<file path="src/emulated_line_interface_pkg.sv">
// Purpose: shared constants for the emulated line interface register subset
// Assumes: 32-bit memory-mapped words, 16-bit serial management words
// Notes: offsets are byte addresses
package emulated_line_interface_pkg;
  localparam int ADDR_W = 12;
  localparam logic [11:0] OFS_ID_HIGH = 12'h01C8;
  localparam logic [11:0] OFS_ID_LOW = 12'h01CC;
  localparam logic [11:0] OFS_AN_ADV = 12'h01D0;
  localparam logic [11:0] OFS_PARTNER = 12'h01D4;
  // serial management register indices
  localparam logic [4:0] IDX_CONTROL = 5'h00;
  localparam logic [4:0] IDX_STATUS = 5'h01;
  localparam logic [4:0] IDX_ID_HIGH = 5'h02;
  localparam logic [4:0] IDX_ID_LOW = 5'h03;
  localparam logic [4:0] IDX_AN_ADV = 5'h04;
  localparam logic [4:0] IDX_PARTNER = 5'h05;
  localparam logic [4:0] IDX_LAST = 5'h06;
  // advertisement field positions
  localparam int ADV_PAUSE_LSB = 10;
  localparam int ADV_ABIL_LSB = 5;
  localparam int ADV_SEL_LSB = 0;
  localparam logic [15:0] ID_HIGH_RESET = 16'h0000;
  localparam logic [15:0] ID_LOW_RESET = 16'h0000;
  localparam logic [1:0] PAUSE_STRAP_LOW = 2'h3;
  localparam logic [1:0] PAUSE_STRAP_HIGH = 2'h0;
  localparam logic [3:0] ABIL_RESET = 4'hF;
  localparam logic [4:0] SEL_IEEE_8023 = 5'h01;
  // status: all four abilities, link up, extended capability; no fault, no jabber
  localparam logic [15:0] STATUS_VALUE = 16'h7805;
  // serial frame figures
  localparam logic [5:0] PREAMBLE_ONES = 6'h20;
  localparam logic [5:0] HEADER_BITS = 6'h0D;
  localparam logic [5:0] TURN_BITS = 6'h02;
  localparam logic [5:0] DATA_BITS = 6'h10;
  localparam logic [1:0] OP_READ = 2'h2;
  localparam logic [1:0] OP_WRITE = 2'h1;
endpackage

</file>
<file path="src/emulated_line_interface_regs.sv">
// Purpose: identifier, advertisement and partner ability registers of the emulated line
// Assumes: synchronous inputs, one access per cycle on the memory-mapped port
// Notes: memory-mapped reads answer one cycle later; serial writes lose to a same-cycle mm write
`timescale 1ns/1ps
`default_nettype none
module emulated_line_interface_regs (
  input wire logic clk_i,
  input wire logic reset_n_i,
  input wire logic flow_control_default_strap_i,
  input wire logic [emulated_line_interface_pkg::ADDR_W-1:0] mm_addr_i,
  input wire logic mm_write_i,
  input wire logic mm_read_i,
  input wire logic [31:0] mm_wdata_i,
  output logic [31:0] mm_rdata_o,
  input wire logic [4:0] phy_address_i,
  input wire logic mdc_i,
  input wire logic mdio_i,
  output logic mdio_o,
  output logic mdio_oe_o
);
  import emulated_line_interface_pkg::*;

  logic [15:0] phy_identifier_high;
  logic [15:0] phy_identifier_low;
  logic [1:0] adv_pause;
  logic [3:0] adv_ability;
  logic [4:0] adv_selector;
  logic [4:0] mii_index;
  logic mii_write;
  logic [15:0] mii_wdata;

  // one write port per cycle; memory-mapped access has priority
  wire mm_hit_high = mm_addr_i == OFS_ID_HIGH;
  wire mm_hit_low = mm_addr_i == OFS_ID_LOW;
  wire mm_hit_adv = mm_addr_i == OFS_AN_ADV;
  wire mm_hit_partner = mm_addr_i == OFS_PARTNER;
  wire [15:0] wr_data = mm_write_i ? mm_wdata_i[15:0] : mii_wdata;
  wire wr_high = (mm_write_i && mm_hit_high) || (!mm_write_i && mii_write && mii_index == IDX_ID_HIGH);
  wire wr_low = (mm_write_i && mm_hit_low) || (!mm_write_i && mii_write && mii_index == IDX_ID_LOW);
  wire wr_adv = (mm_write_i && mm_hit_adv) || (!mm_write_i && mii_write && mii_index == IDX_AN_ADV);

  wire [15:0] autoneg_advertisement = {4'h0, adv_pause, 1'b0, adv_ability, adv_selector};
  // emulated partner mirrors our own abilities
  wire [15:0] partner_base_ability = {4'h0, adv_pause, 1'b0, adv_ability, SEL_IEEE_8023};

  wire [15:0] mm_word = mm_hit_high ? phy_identifier_high :
                        mm_hit_low ? phy_identifier_low :
                        mm_hit_adv ? autoneg_advertisement :
                        mm_hit_partner ? partner_base_ability : 16'h0000;

  wire [15:0] mii_rd_data = (mii_index == IDX_STATUS) ? STATUS_VALUE :
                            (mii_index == IDX_ID_HIGH) ? phy_identifier_high :
                            (mii_index == IDX_ID_LOW) ? phy_identifier_low :
                            (mii_index == IDX_AN_ADV) ? autoneg_advertisement :
                            (mii_index == IDX_PARTNER) ? partner_base_ability :
                            16'h0000;

  serial_management_engine u_engine (
    .clk_i(clk_i),
    .reset_n_i(reset_n_i),
    .mdc_i(mdc_i),
    .mdio_i(mdio_i),
    .phy_address_i(phy_address_i),
    .rd_data_i(mii_rd_data),
    .mdio_o(mdio_o),
    .mdio_oe_o(mdio_oe_o),
    .reg_index_o(mii_index),
    .wr_o(mii_write),
    .wr_data_o(mii_wdata)
  );

  always_ff @(posedge clk_i) begin
    if (!reset_n_i) begin
      phy_identifier_high <= ID_HIGH_RESET;
      phy_identifier_low <= ID_LOW_RESET;
      adv_pause <= flow_control_default_strap_i ? PAUSE_STRAP_HIGH : PAUSE_STRAP_LOW;
      adv_ability <= ABIL_RESET;
      adv_selector <= SEL_IEEE_8023;
    end else begin
      if (wr_high) begin
        phy_identifier_high <= wr_data;
      end
      if (wr_low) begin
        phy_identifier_low <= wr_data;
      end
      if (wr_adv) begin
        adv_pause <= wr_data[ADV_PAUSE_LSB +: 2];
        adv_ability <= wr_data[ADV_ABIL_LSB +: 4];
        adv_selector <= wr_data[ADV_SEL_LSB +: 5];
      end
    end
  end

  always_ff @(posedge clk_i) begin
    if (!reset_n_i) begin
      mm_rdata_o <= 32'h0000_0000;
    end else if (mm_read_i) begin
      mm_rdata_o <= {16'h0000, mm_word};
    end
  end
endmodule
`default_nettype wire

</file>
<file path="src/serial_management_engine.sv">
// Purpose: serial management frame engine, 16-bit register words
// Assumes: mdc_i and mdio_i synchronous to clk_i, clk_i much faster than mdc_i
// Notes: all bits are taken and launched at the rising edge of mdc_i
`timescale 1ns/1ps
`default_nettype none
module serial_management_engine (
  input wire logic clk_i,
  input wire logic reset_n_i,
  input wire logic mdc_i,
  input wire logic mdio_i,
  input wire logic [4:0] phy_address_i,
  input wire logic [15:0] rd_data_i,
  output logic mdio_o,
  output logic mdio_oe_o,
  output logic [4:0] reg_index_o,
  output logic wr_o,
  output logic [15:0] wr_data_o
);
  import emulated_line_interface_pkg::*;

  typedef enum logic [4:0] {
    S_IDLE = 5'b00001,
    S_HEADER = 5'b00010,
    S_TURN = 5'b00100,
    S_READ = 5'b01000,
    S_WRITE = 5'b10000
  } engine_state_t;

  engine_state_t state;
  logic mdc_prev;
  logic [5:0] count;
  logic [12:0] header;
  logic [15:0] shift;
  logic is_read;

  wire mdc_rise = mdc_i & ~mdc_prev;
  wire [5:0] count_inc = count + 6'h01;
  wire [12:0] next_header = {header[11:0], mdio_i};
  wire header_start_ok = next_header[12];
  wire [1:0] header_op = next_header[11:10];
  wire header_match = header_start_ok && (next_header[9:5] == phy_address_i);
  wire header_read = header_match && (header_op == OP_READ);
  wire header_write = header_match && (header_op == OP_WRITE);

  always_ff @(posedge clk_i) begin
    if (!reset_n_i) begin
      mdc_prev <= 1'b0;
      state <= S_IDLE;
      count <= 6'h00;
      header <= 13'h0000;
      shift <= 16'h0000;
      is_read <= 1'b0;
      mdio_o <= 1'b0;
      mdio_oe_o <= 1'b0;
      reg_index_o <= 5'h00;
      wr_o <= 1'b0;
      wr_data_o <= 16'h0000;
    end else begin
      mdc_prev <= mdc_i;
      wr_o <= 1'b0;
      if (mdc_rise) begin
        unique case (state)
          S_IDLE: begin
            if (mdio_i) begin
              count <= (count == PREAMBLE_ONES) ? count : count_inc;
            end else if (count == PREAMBLE_ONES) begin
              state <= S_HEADER;
              count <= 6'h00;
            end else begin
              count <= 6'h00;
            end
          end
          S_HEADER: begin
            header <= next_header;
            count <= count_inc;
            if (count_inc == HEADER_BITS) begin
              count <= 6'h00;
              reg_index_o <= next_header[4:0];
              is_read <= header_read;
              state <= (header_read || header_write) ? S_TURN : S_IDLE;
            end
          end
          S_TURN: begin
            count <= count_inc;
            if (is_read && count == 6'h00) begin
              mdio_o <= 1'b0;
              mdio_oe_o <= 1'b1;
            end
            if (count_inc == TURN_BITS) begin
              count <= 6'h00;
              if (is_read) begin
                shift <= {rd_data_i[14:0], 1'b0};
                mdio_o <= rd_data_i[15];
                state <= S_READ;
              end else begin
                state <= S_WRITE;
              end
            end
          end
          S_READ: begin
            count <= count_inc;
            mdio_o <= shift[15];
            shift <= {shift[14:0], 1'b0};
            if (count_inc == DATA_BITS) begin
              mdio_o <= 1'b0;
              mdio_oe_o <= 1'b0;
              count <= 6'h00;
              state <= S_IDLE;
            end
          end
          S_WRITE: begin
            count <= count_inc;
            shift <= {shift[14:0], mdio_i};
            if (count_inc == DATA_BITS) begin
              wr_o <= 1'b1;
              wr_data_o <= {shift[14:0], mdio_i};
              count <= 6'h00;
              state <= S_IDLE;
            end
          end
        endcase
      end
    end
  end
endmodule
`default_nettype wire

</file>
<file path="config.mk">
export PLATFORM = sky130hd
export DESIGN_NAME = emulated_line_interface_regs
export DESIGN_NICKNAME = d
export VERILOG_FILES = /design/src/emulated_line_interface_pkg.sv /design/src/emulated_line_interface_regs.sv /design/src/serial_management_engine.sv
export SDC_FILE = /design/constraint.sdc
export NUM_CORES = 1
export LEC_CHECK = 0
export BUFFER_PORTS_ARGS = -buffer_cell sky130_fd_sc_hd__clkbuf_2
export CORE_ASPECT_RATIO = 1.5
export CORE_MARGIN = 2
export CORE_UTILIZATION = 42
export DETAILED_ROUTE_END_ITERATION = 6
export PLACE_DENSITY = 0.6
export SLEW_MARGIN = 30
export SYNTH_ARGS = -nofsm -noshare
export SYNTH_HDL_FRONTEND = slang
export SYNTH_SLANG_ARGS = --single-unit
</file>
<file path="constraint.sdc">
create_clock -name clk_i -period 2.7 [get_ports clk_i]
set_clock_uncertainty 0.05 [all_clocks]
set_input_delay 0.405 -clock clk_i [delete_from_list [all_inputs] [get_ports clk_i]]
set_output_delay 0.405 -clock clk_i [all_outputs]
set_load 0.02 [all_outputs]
</file>
-- Word-level counts from Yosys, hierarchy flattened
Cells that the tools add are included.
- register bits: 124
- input bits: 56
- output and inout port bits: 34
- word-level logic and storage cells: 119
- reduce and logical (&&, ||, !) cells: 29
- equality and inequality tests: 31
- bitwise operators: 2
- $add $sub $neg: 1
- mux-type cells: 39
- operators by type and width (operator ; number):
    two-way mux 16 bit ; 8
    == test 12 x 9 -> 1 bit (second input constant) ; 4
    two-way mux 12 bit ; 4
    one-hot mux 16 bit (3 select lines) ; 1
    two-way mux 5 bit ; 6
    two-way mux 6 bit ; 5
    one-hot mux 6 bit (4 select lines) ; 1
    one-hot mux 5 bit (4 select lines) ; 1
    inequality test 2 x 1 -> 1 bit (second input constant) ; 8
    == test 5 x 2 -> 1 bit (second input constant) ; 3
    == test 5 x 3 -> 1 bit (second input constant) ; 3
    logical AND 1 bit ; 11
    == test 5 x 1 -> 1 bit (second input constant) ; 2
    AND reduction 3 bit ; 3
    AND reduction 4 bit ; 2
    two-way mux 1 bit ; 7
    adder 6 x 1 -> 6 bit (second input constant) ; 1
    == test 6 x 2 -> 1 bit (second input constant) ; 1
    == test 6 x 4 -> 1 bit (second input constant) ; 1
    == test 6 x 5 -> 1 bit (second input constant) ; 1
    == test 6 bit (second input constant) ; 1
    logical NOT 6 bit ; 1
    two-way mux 2 bit ; 3
    AND reduction 2 bit ; 3
    other kinds (17) ; 21

-- Depth between registers and ports, before layout
- word-level depth: 9
- mapped depth: 9

-- Cells and area by module
From an unflattened synthesis, not the netlist that was laid out.
- cells, all modules: 719
- area, all modules: 6391.1 sq um
- by module, submodules not included (module ; cells an instance ; instances ; area each (sq um)):
    serial_management_engine ; 366 ; 1 ; 3196.8
    emulated_line_interface_regs ; 353 ; 1 ; 3194.3

-- Least setup slack after synthesis
OpenSTA, ideal clock, no wires.
- path type: input to register
- start point: input port mm_addr_i[9] (netlist bit)
- end point: register adv_pause[0], enable pin
- data arrival time: 1.972 ns
- slack: 0.380 ns
- setup time: 0.298 ns
- buffers on the path: 1
- data required time: 2.352 ns
- stages on the path: 5
- path through: or3b_2 > nor4_2 > a32oi_1 > clkbuf_1 > nand2_1
- cells in the longest elaborated chain, start to end: 4
- ends and longest elaborated chain (element ; line ; text):
    from (decl) ; emulated_line_interface_regs.sv:10 ; input wire logic [emulated_line_interface_pkg::ADDR_W-1:0] mm_addr_i,
    == test 12 x 9 -> 1 bit ; emulated_line_interface_regs.sv:35 ; wire mm_hit_adv = mm_addr_i == OFS_AN_ADV;
    logical AND 1 bit ; emulated_line_interface_regs.sv:40 ; wire wr_adv = (mm_write_i && mm_hit_adv) || (!mm_write_i && mii_write && mii_index == IDX_AN_ADV);
    logical OR 1 bit ; emulated_line_interface_regs.sv:40 ;
    inequality test 2 x 1 -> 1 bit (no line) ; n/a ;
    to (signal assigned) ; emulated_line_interface_regs.sv:76 ; adv_pause <= flow_control_default_strap_i ? PAUSE_STRAP_HIGH : PAUSE_STRAP_LOW;
    to (signal assigned) ; emulated_line_interface_regs.sv:87 ; adv_pause <= wr_data[ADV_PAUSE_LSB +: 2];
    to (decl) ; emulated_line_interface_regs.sv:25 ; logic [1:0] adv_pause;
No other way between the ends.
A chain may end at the register's enable or synchronous reset.

-- Worst setup path in the final report
- start point: register u_engine.count[0]
- end point: register u_engine.state[2]
- cells in the longest elaborated chain, start to end: 4
- elaborated cells between the ends (all ways): 10
- those cells by class: 1 x add/sub; 8 x eq/ne; 1 x reduce/logical
- ends and longest elaborated chain (element ; line ; text):
    from (decl) ; serial_management_engine.sv:31 ; logic [5:0] count;
    from (signal assigned) ; serial_management_engine.sv:65 ; count <= (count == PREAMBLE_ONES) ? count : count_inc;
    from (signal assigned) ; serial_management_engine.sv:75 ; count <= count_inc;
    from (signal assigned) ; serial_management_engine.sv:84 ; count <= count_inc;
    adder 6 x 1 -> 6 bit ; serial_management_engine.sv:37 ; wire [5:0] count_inc = count + 6'h01;
    == test 6 x 4 -> 1 bit (tied with other cells) ; serial_management_engine.sv:76 ; if (count_inc == HEADER_BITS) begin
    inequality test 2 x 1 -> 1 bit (no line) ; n/a ;
    AND reduction 6 bit (no line) (*) ; n/a ;
    to (signal assigned) ; serial_management_engine.sv:80 ; state <= (header_read || header_write) ? S_TURN : S_IDLE;
    to (decl) ; serial_management_engine.sv:29 ; engine_state_t state;
Every way passes the cells marked *; elsewhere a longest branch is shown, timed or not.

==> impl_results.md <==
* Status: complete, no violations
* Routed vias/inst at 5.633
* Routed length per instance at 16.77 um
* Postcts setup bufs at 0
* First-pass GRT wire length at 26990 um
* Die Wd at 104.8 um
* Hold Path Stages at 2
* Vias at 5627
* Max-cap violations at 0
* Cell variety after synth at 73
* Max Clock Freq at 0.4064 GHz
* Drt total wl at 16750 um
* # diodes at 0
* Initial Util at 42.67%
* Sequential Power Share at 40.8%
* Xor/xnor cell area share of the yosys netlist at 1.642%
* Worst-Margin Slew at 0.7625 ns
* R2r setup slk at 0.24 ns
* Post-synthesis register bit count at 124
* CP Max Fanout at 8
* Slowest cell on the critical path: or4_1
* Crit start category: flop
* Switch Pwr at 989.3 uW
* Detailed Place HPWL at 12170 um
* EDFF count, synth at 2
* TNS Setup at 0 ns
* Critical Setup Path Class: flop to flop
* Clock sinks at 124
* RePlAce Congestion at 0.8570
* Max Root-Sink Buffers at 2
* Tcrit/Tclk final at 91.13%
* Synth area leaders: dfxtp_1, mux2i_1, nor2_1, o21ai_0, a211oi_1
* Cell Area, Synth at 6401 sq um
* Setup crit end: u_engine.state[2]
* Post-synthesis instance total at 736
* Full die area at 16270 sq um
* Register-to-Register Path Depth at 6
* Ys Warns at 0
* Layout cells sized above 1 at 17.75%
* CP peak stage delay at 0.72 ns
* Final core utilization at 50.18%
* Synth Area in Adders at 0.5864%
* Int Power at 3.564 mW
* Leak at 2.942 nW
* DRC viols at 0
* Detailed Routing Iterations Pass 1 at 5
* Register area share after synthesis at 39.09%
* Final max-slew violation count at 0
* Final min period at 2.460 ns
* Worst R2R Start: u_engine.count[0]
* CTS tree: built
* Post-synthesis simple-gate area fraction at 19.51%
* Logic pwr share at 4.9%
* Resized cells post-CTS at 0
* Critical path capture point type: flop
* Hold Crit Class: input port to flop
* Worst-path clk slew at 0.06 ns
* Hold_buf cts at 0
* Top-area cell type share of the netlist area at 38.15%
* Area Overhead vs Synth at 17.59%
* RSZ-0062 raised after global routing: no
* Num CTS Buffers at 17
* Port bufs at 57
* Clock latency on the worst-skew pair at 0.41 ns
* CORE AREA at 15000 sq um
* Sw Share at 21.73%
* Peak VDD IR at 0.3938 mV
* H-tree depth at 4
* Hold_sp: mdc_i
* Pin count of the biggest net entering global routing at 56
* Post-route ant nets at 0
* Syn Area/Cell at 8.697 sq um
* Critical-path cell list: ha_1 > xor2_1 > nand2_1 > o21a_1 > or4_1 > mux2i_1
* Most used DFF post-synth: dfxtp_1
* Worst Path Arrival at 2.69 ns
* Die height at 155.2 um
* Top Ports at 90
* DRT iter0 DRCs at 292
* Total grt overflow at 0
* # setup viols final at 0
* Fin. Hold Viols at 0
* Final nets at 846
* Async set or reset register ratio after synthesis at 0%
* Clk network pwr share at 54.3%
* Reg2reg end: u_engine.state[2]
* Critical Path RT at 2.93 ns
* GRT Total Usage at 20.57%
* Post-synthesis mux area share at 11.77%
* Vias in the first global route at 5468
* Max-Slew Margin vs Limit at 49.17%
* Complex-gate fraction of the synthesized area at 20.37%
* Crit path launch: u_engine.count[0]
* Cell row count at 55
* Area leader, netlist: dfxtp_1
* Clock Tree Root: clkbuf_16
* Power per standard cell area at 605.0 nW/um^2
* Antenna violations before repair at 0
* Largest family of logic cells by synthesized area: compound AO/OA/AOI/OAI gates
==> worst max-delay path, delay by kind of cell (launching register included) <==
family,cells,cell delay [ns]
mux,1,0.19
fa+ha+maj,1,0.36
flops,1,0.44
compound gates,1,0.27
simple gates,2,0.84
xor+xnor,1,0.17
==> per-layer routing <==
layer / up-vias / GRT usage [%] / wire, um
met2: 169 / 37.66 / 8758
met1: 2652 / 22.27 / 6763
met4: 0 / 10.35 / 545
met3: 37 / 4.189 / 686
li1: 2769 / - / -
met5: - / 0 / 0
==> per-stage QoR <==
step | power (mW) | setup WS [ns] | area [sq um] | hold WS (ns) | cells
floorplan | 2.050 | 0.3800 | 6457 | 0.3907 | 751
global placement | 2.113 | 0.3001 | 6880 | 0.4045 | 967
detailed placement | 2.117 | 0.2618 | 6880 | 0.4057 | 967
CTS | 4.602 | 0.2389 | 7527 | 0.1772 | 999
global route | 4.718 | 0.08191 | 7527 | 0.1873 | 999
finish | 4.554 | 0.2396 | 7527 | 0.1844 | 999
==> cell usage after synthesis, drive strengths merged (15+ instances only) <==
cell type and instances:
nor3 16, nand2b 15, clkbuf 40, a211oi 29, nand2 31, buf 31, nand3 34, mux2i 64
o21ai 44, inv 24, dfxtp 122, a21oi 35, nor2 68
==> cell usage in the layout, fill, tap and decap left out, types with 9 or more instances in the layout <==
master and n:
a211oi_1 29, a21oi_1 35, a31oi_1 10, and2_1 11
and3_1 11, buf_4 30, clkbuf_16 17, clkbuf_2 57
conb_1 16, dfxtp_1 122, inv_1 23, mux2_2 10
mux2i_1 64, nand2_1 31, nand2b_1 15, nand3_1 34
nor2_1 68, nor3_1 15, o211ai_1 9, o21ai_0 44
o22ai_1 11
==> cell type report <==
| type | instances | area (sq um) |
|---|---|---|
| timing repair buffer | 88 | 530.5 |
| tap | 199 | 249.0 |
| sequential | 124 | 2502 |
| inverter | 24 | 90.09 |
| clock inverter | 14 | 217.7 |
| fill | 1460 | 7475 |
| clock buffer | 18 | 429.2 |
| multi-input combinational | 532 | 3508 |
==> how the worst min path moves through the flow <==
stage | endpoint
after floorplan | u_engine.shift[15]
after global placement | u_engine.shift[15]
after detailed placement | u_engine.shift[15]
after CTS | u_engine.mdc_prev
after global routing | u_engine.mdc_prev
final | u_engine.mdc_prev
==> power groups by stage <==
stage / clock network [mW] / logic (mW) / registers [mW]
2_1_floorplan: 0 / 0.148 / 1.90
3_3_place_gp: 0 / 0.217 / 1.90
3_5_place_dp: 0 / 0.221 / 1.90
4_1_cts: 2.52 / 0.222 / 1.86
5_1_grt: 2.62 / 0.240 / 1.86
6_report: 2.47 / 0.223 / 1.86
==> flip-flops by register name, summed over array words and instances (netlist names), 5 cells and up <==
signal,flops
u_engine.reg_index_o,5
phy_identifier_high,16
phy_identifier_low,16
u_engine.shift,16
u_engine.state,5
adv_selector,5
u_engine.header,12
u_engine.count,6
u_engine.wr_data_o,16
mm_rdata_o,16
==> kinds of logic (layout without fill, tap and decap cells) <==
kind of cell             count (synthesis)  after routing
XOR/XNOR                                12             12
adder cells (fa/ha/maj)                  3              3
flip-flops                             124            124
other                                    1             16
buffers and inverters                   95            144
AO/OA/AOI/OAI                          192            192
multiplexers                            74             74
AND/OR/NAND/NOR                        235            235
(Power assumes the default switching activity.)
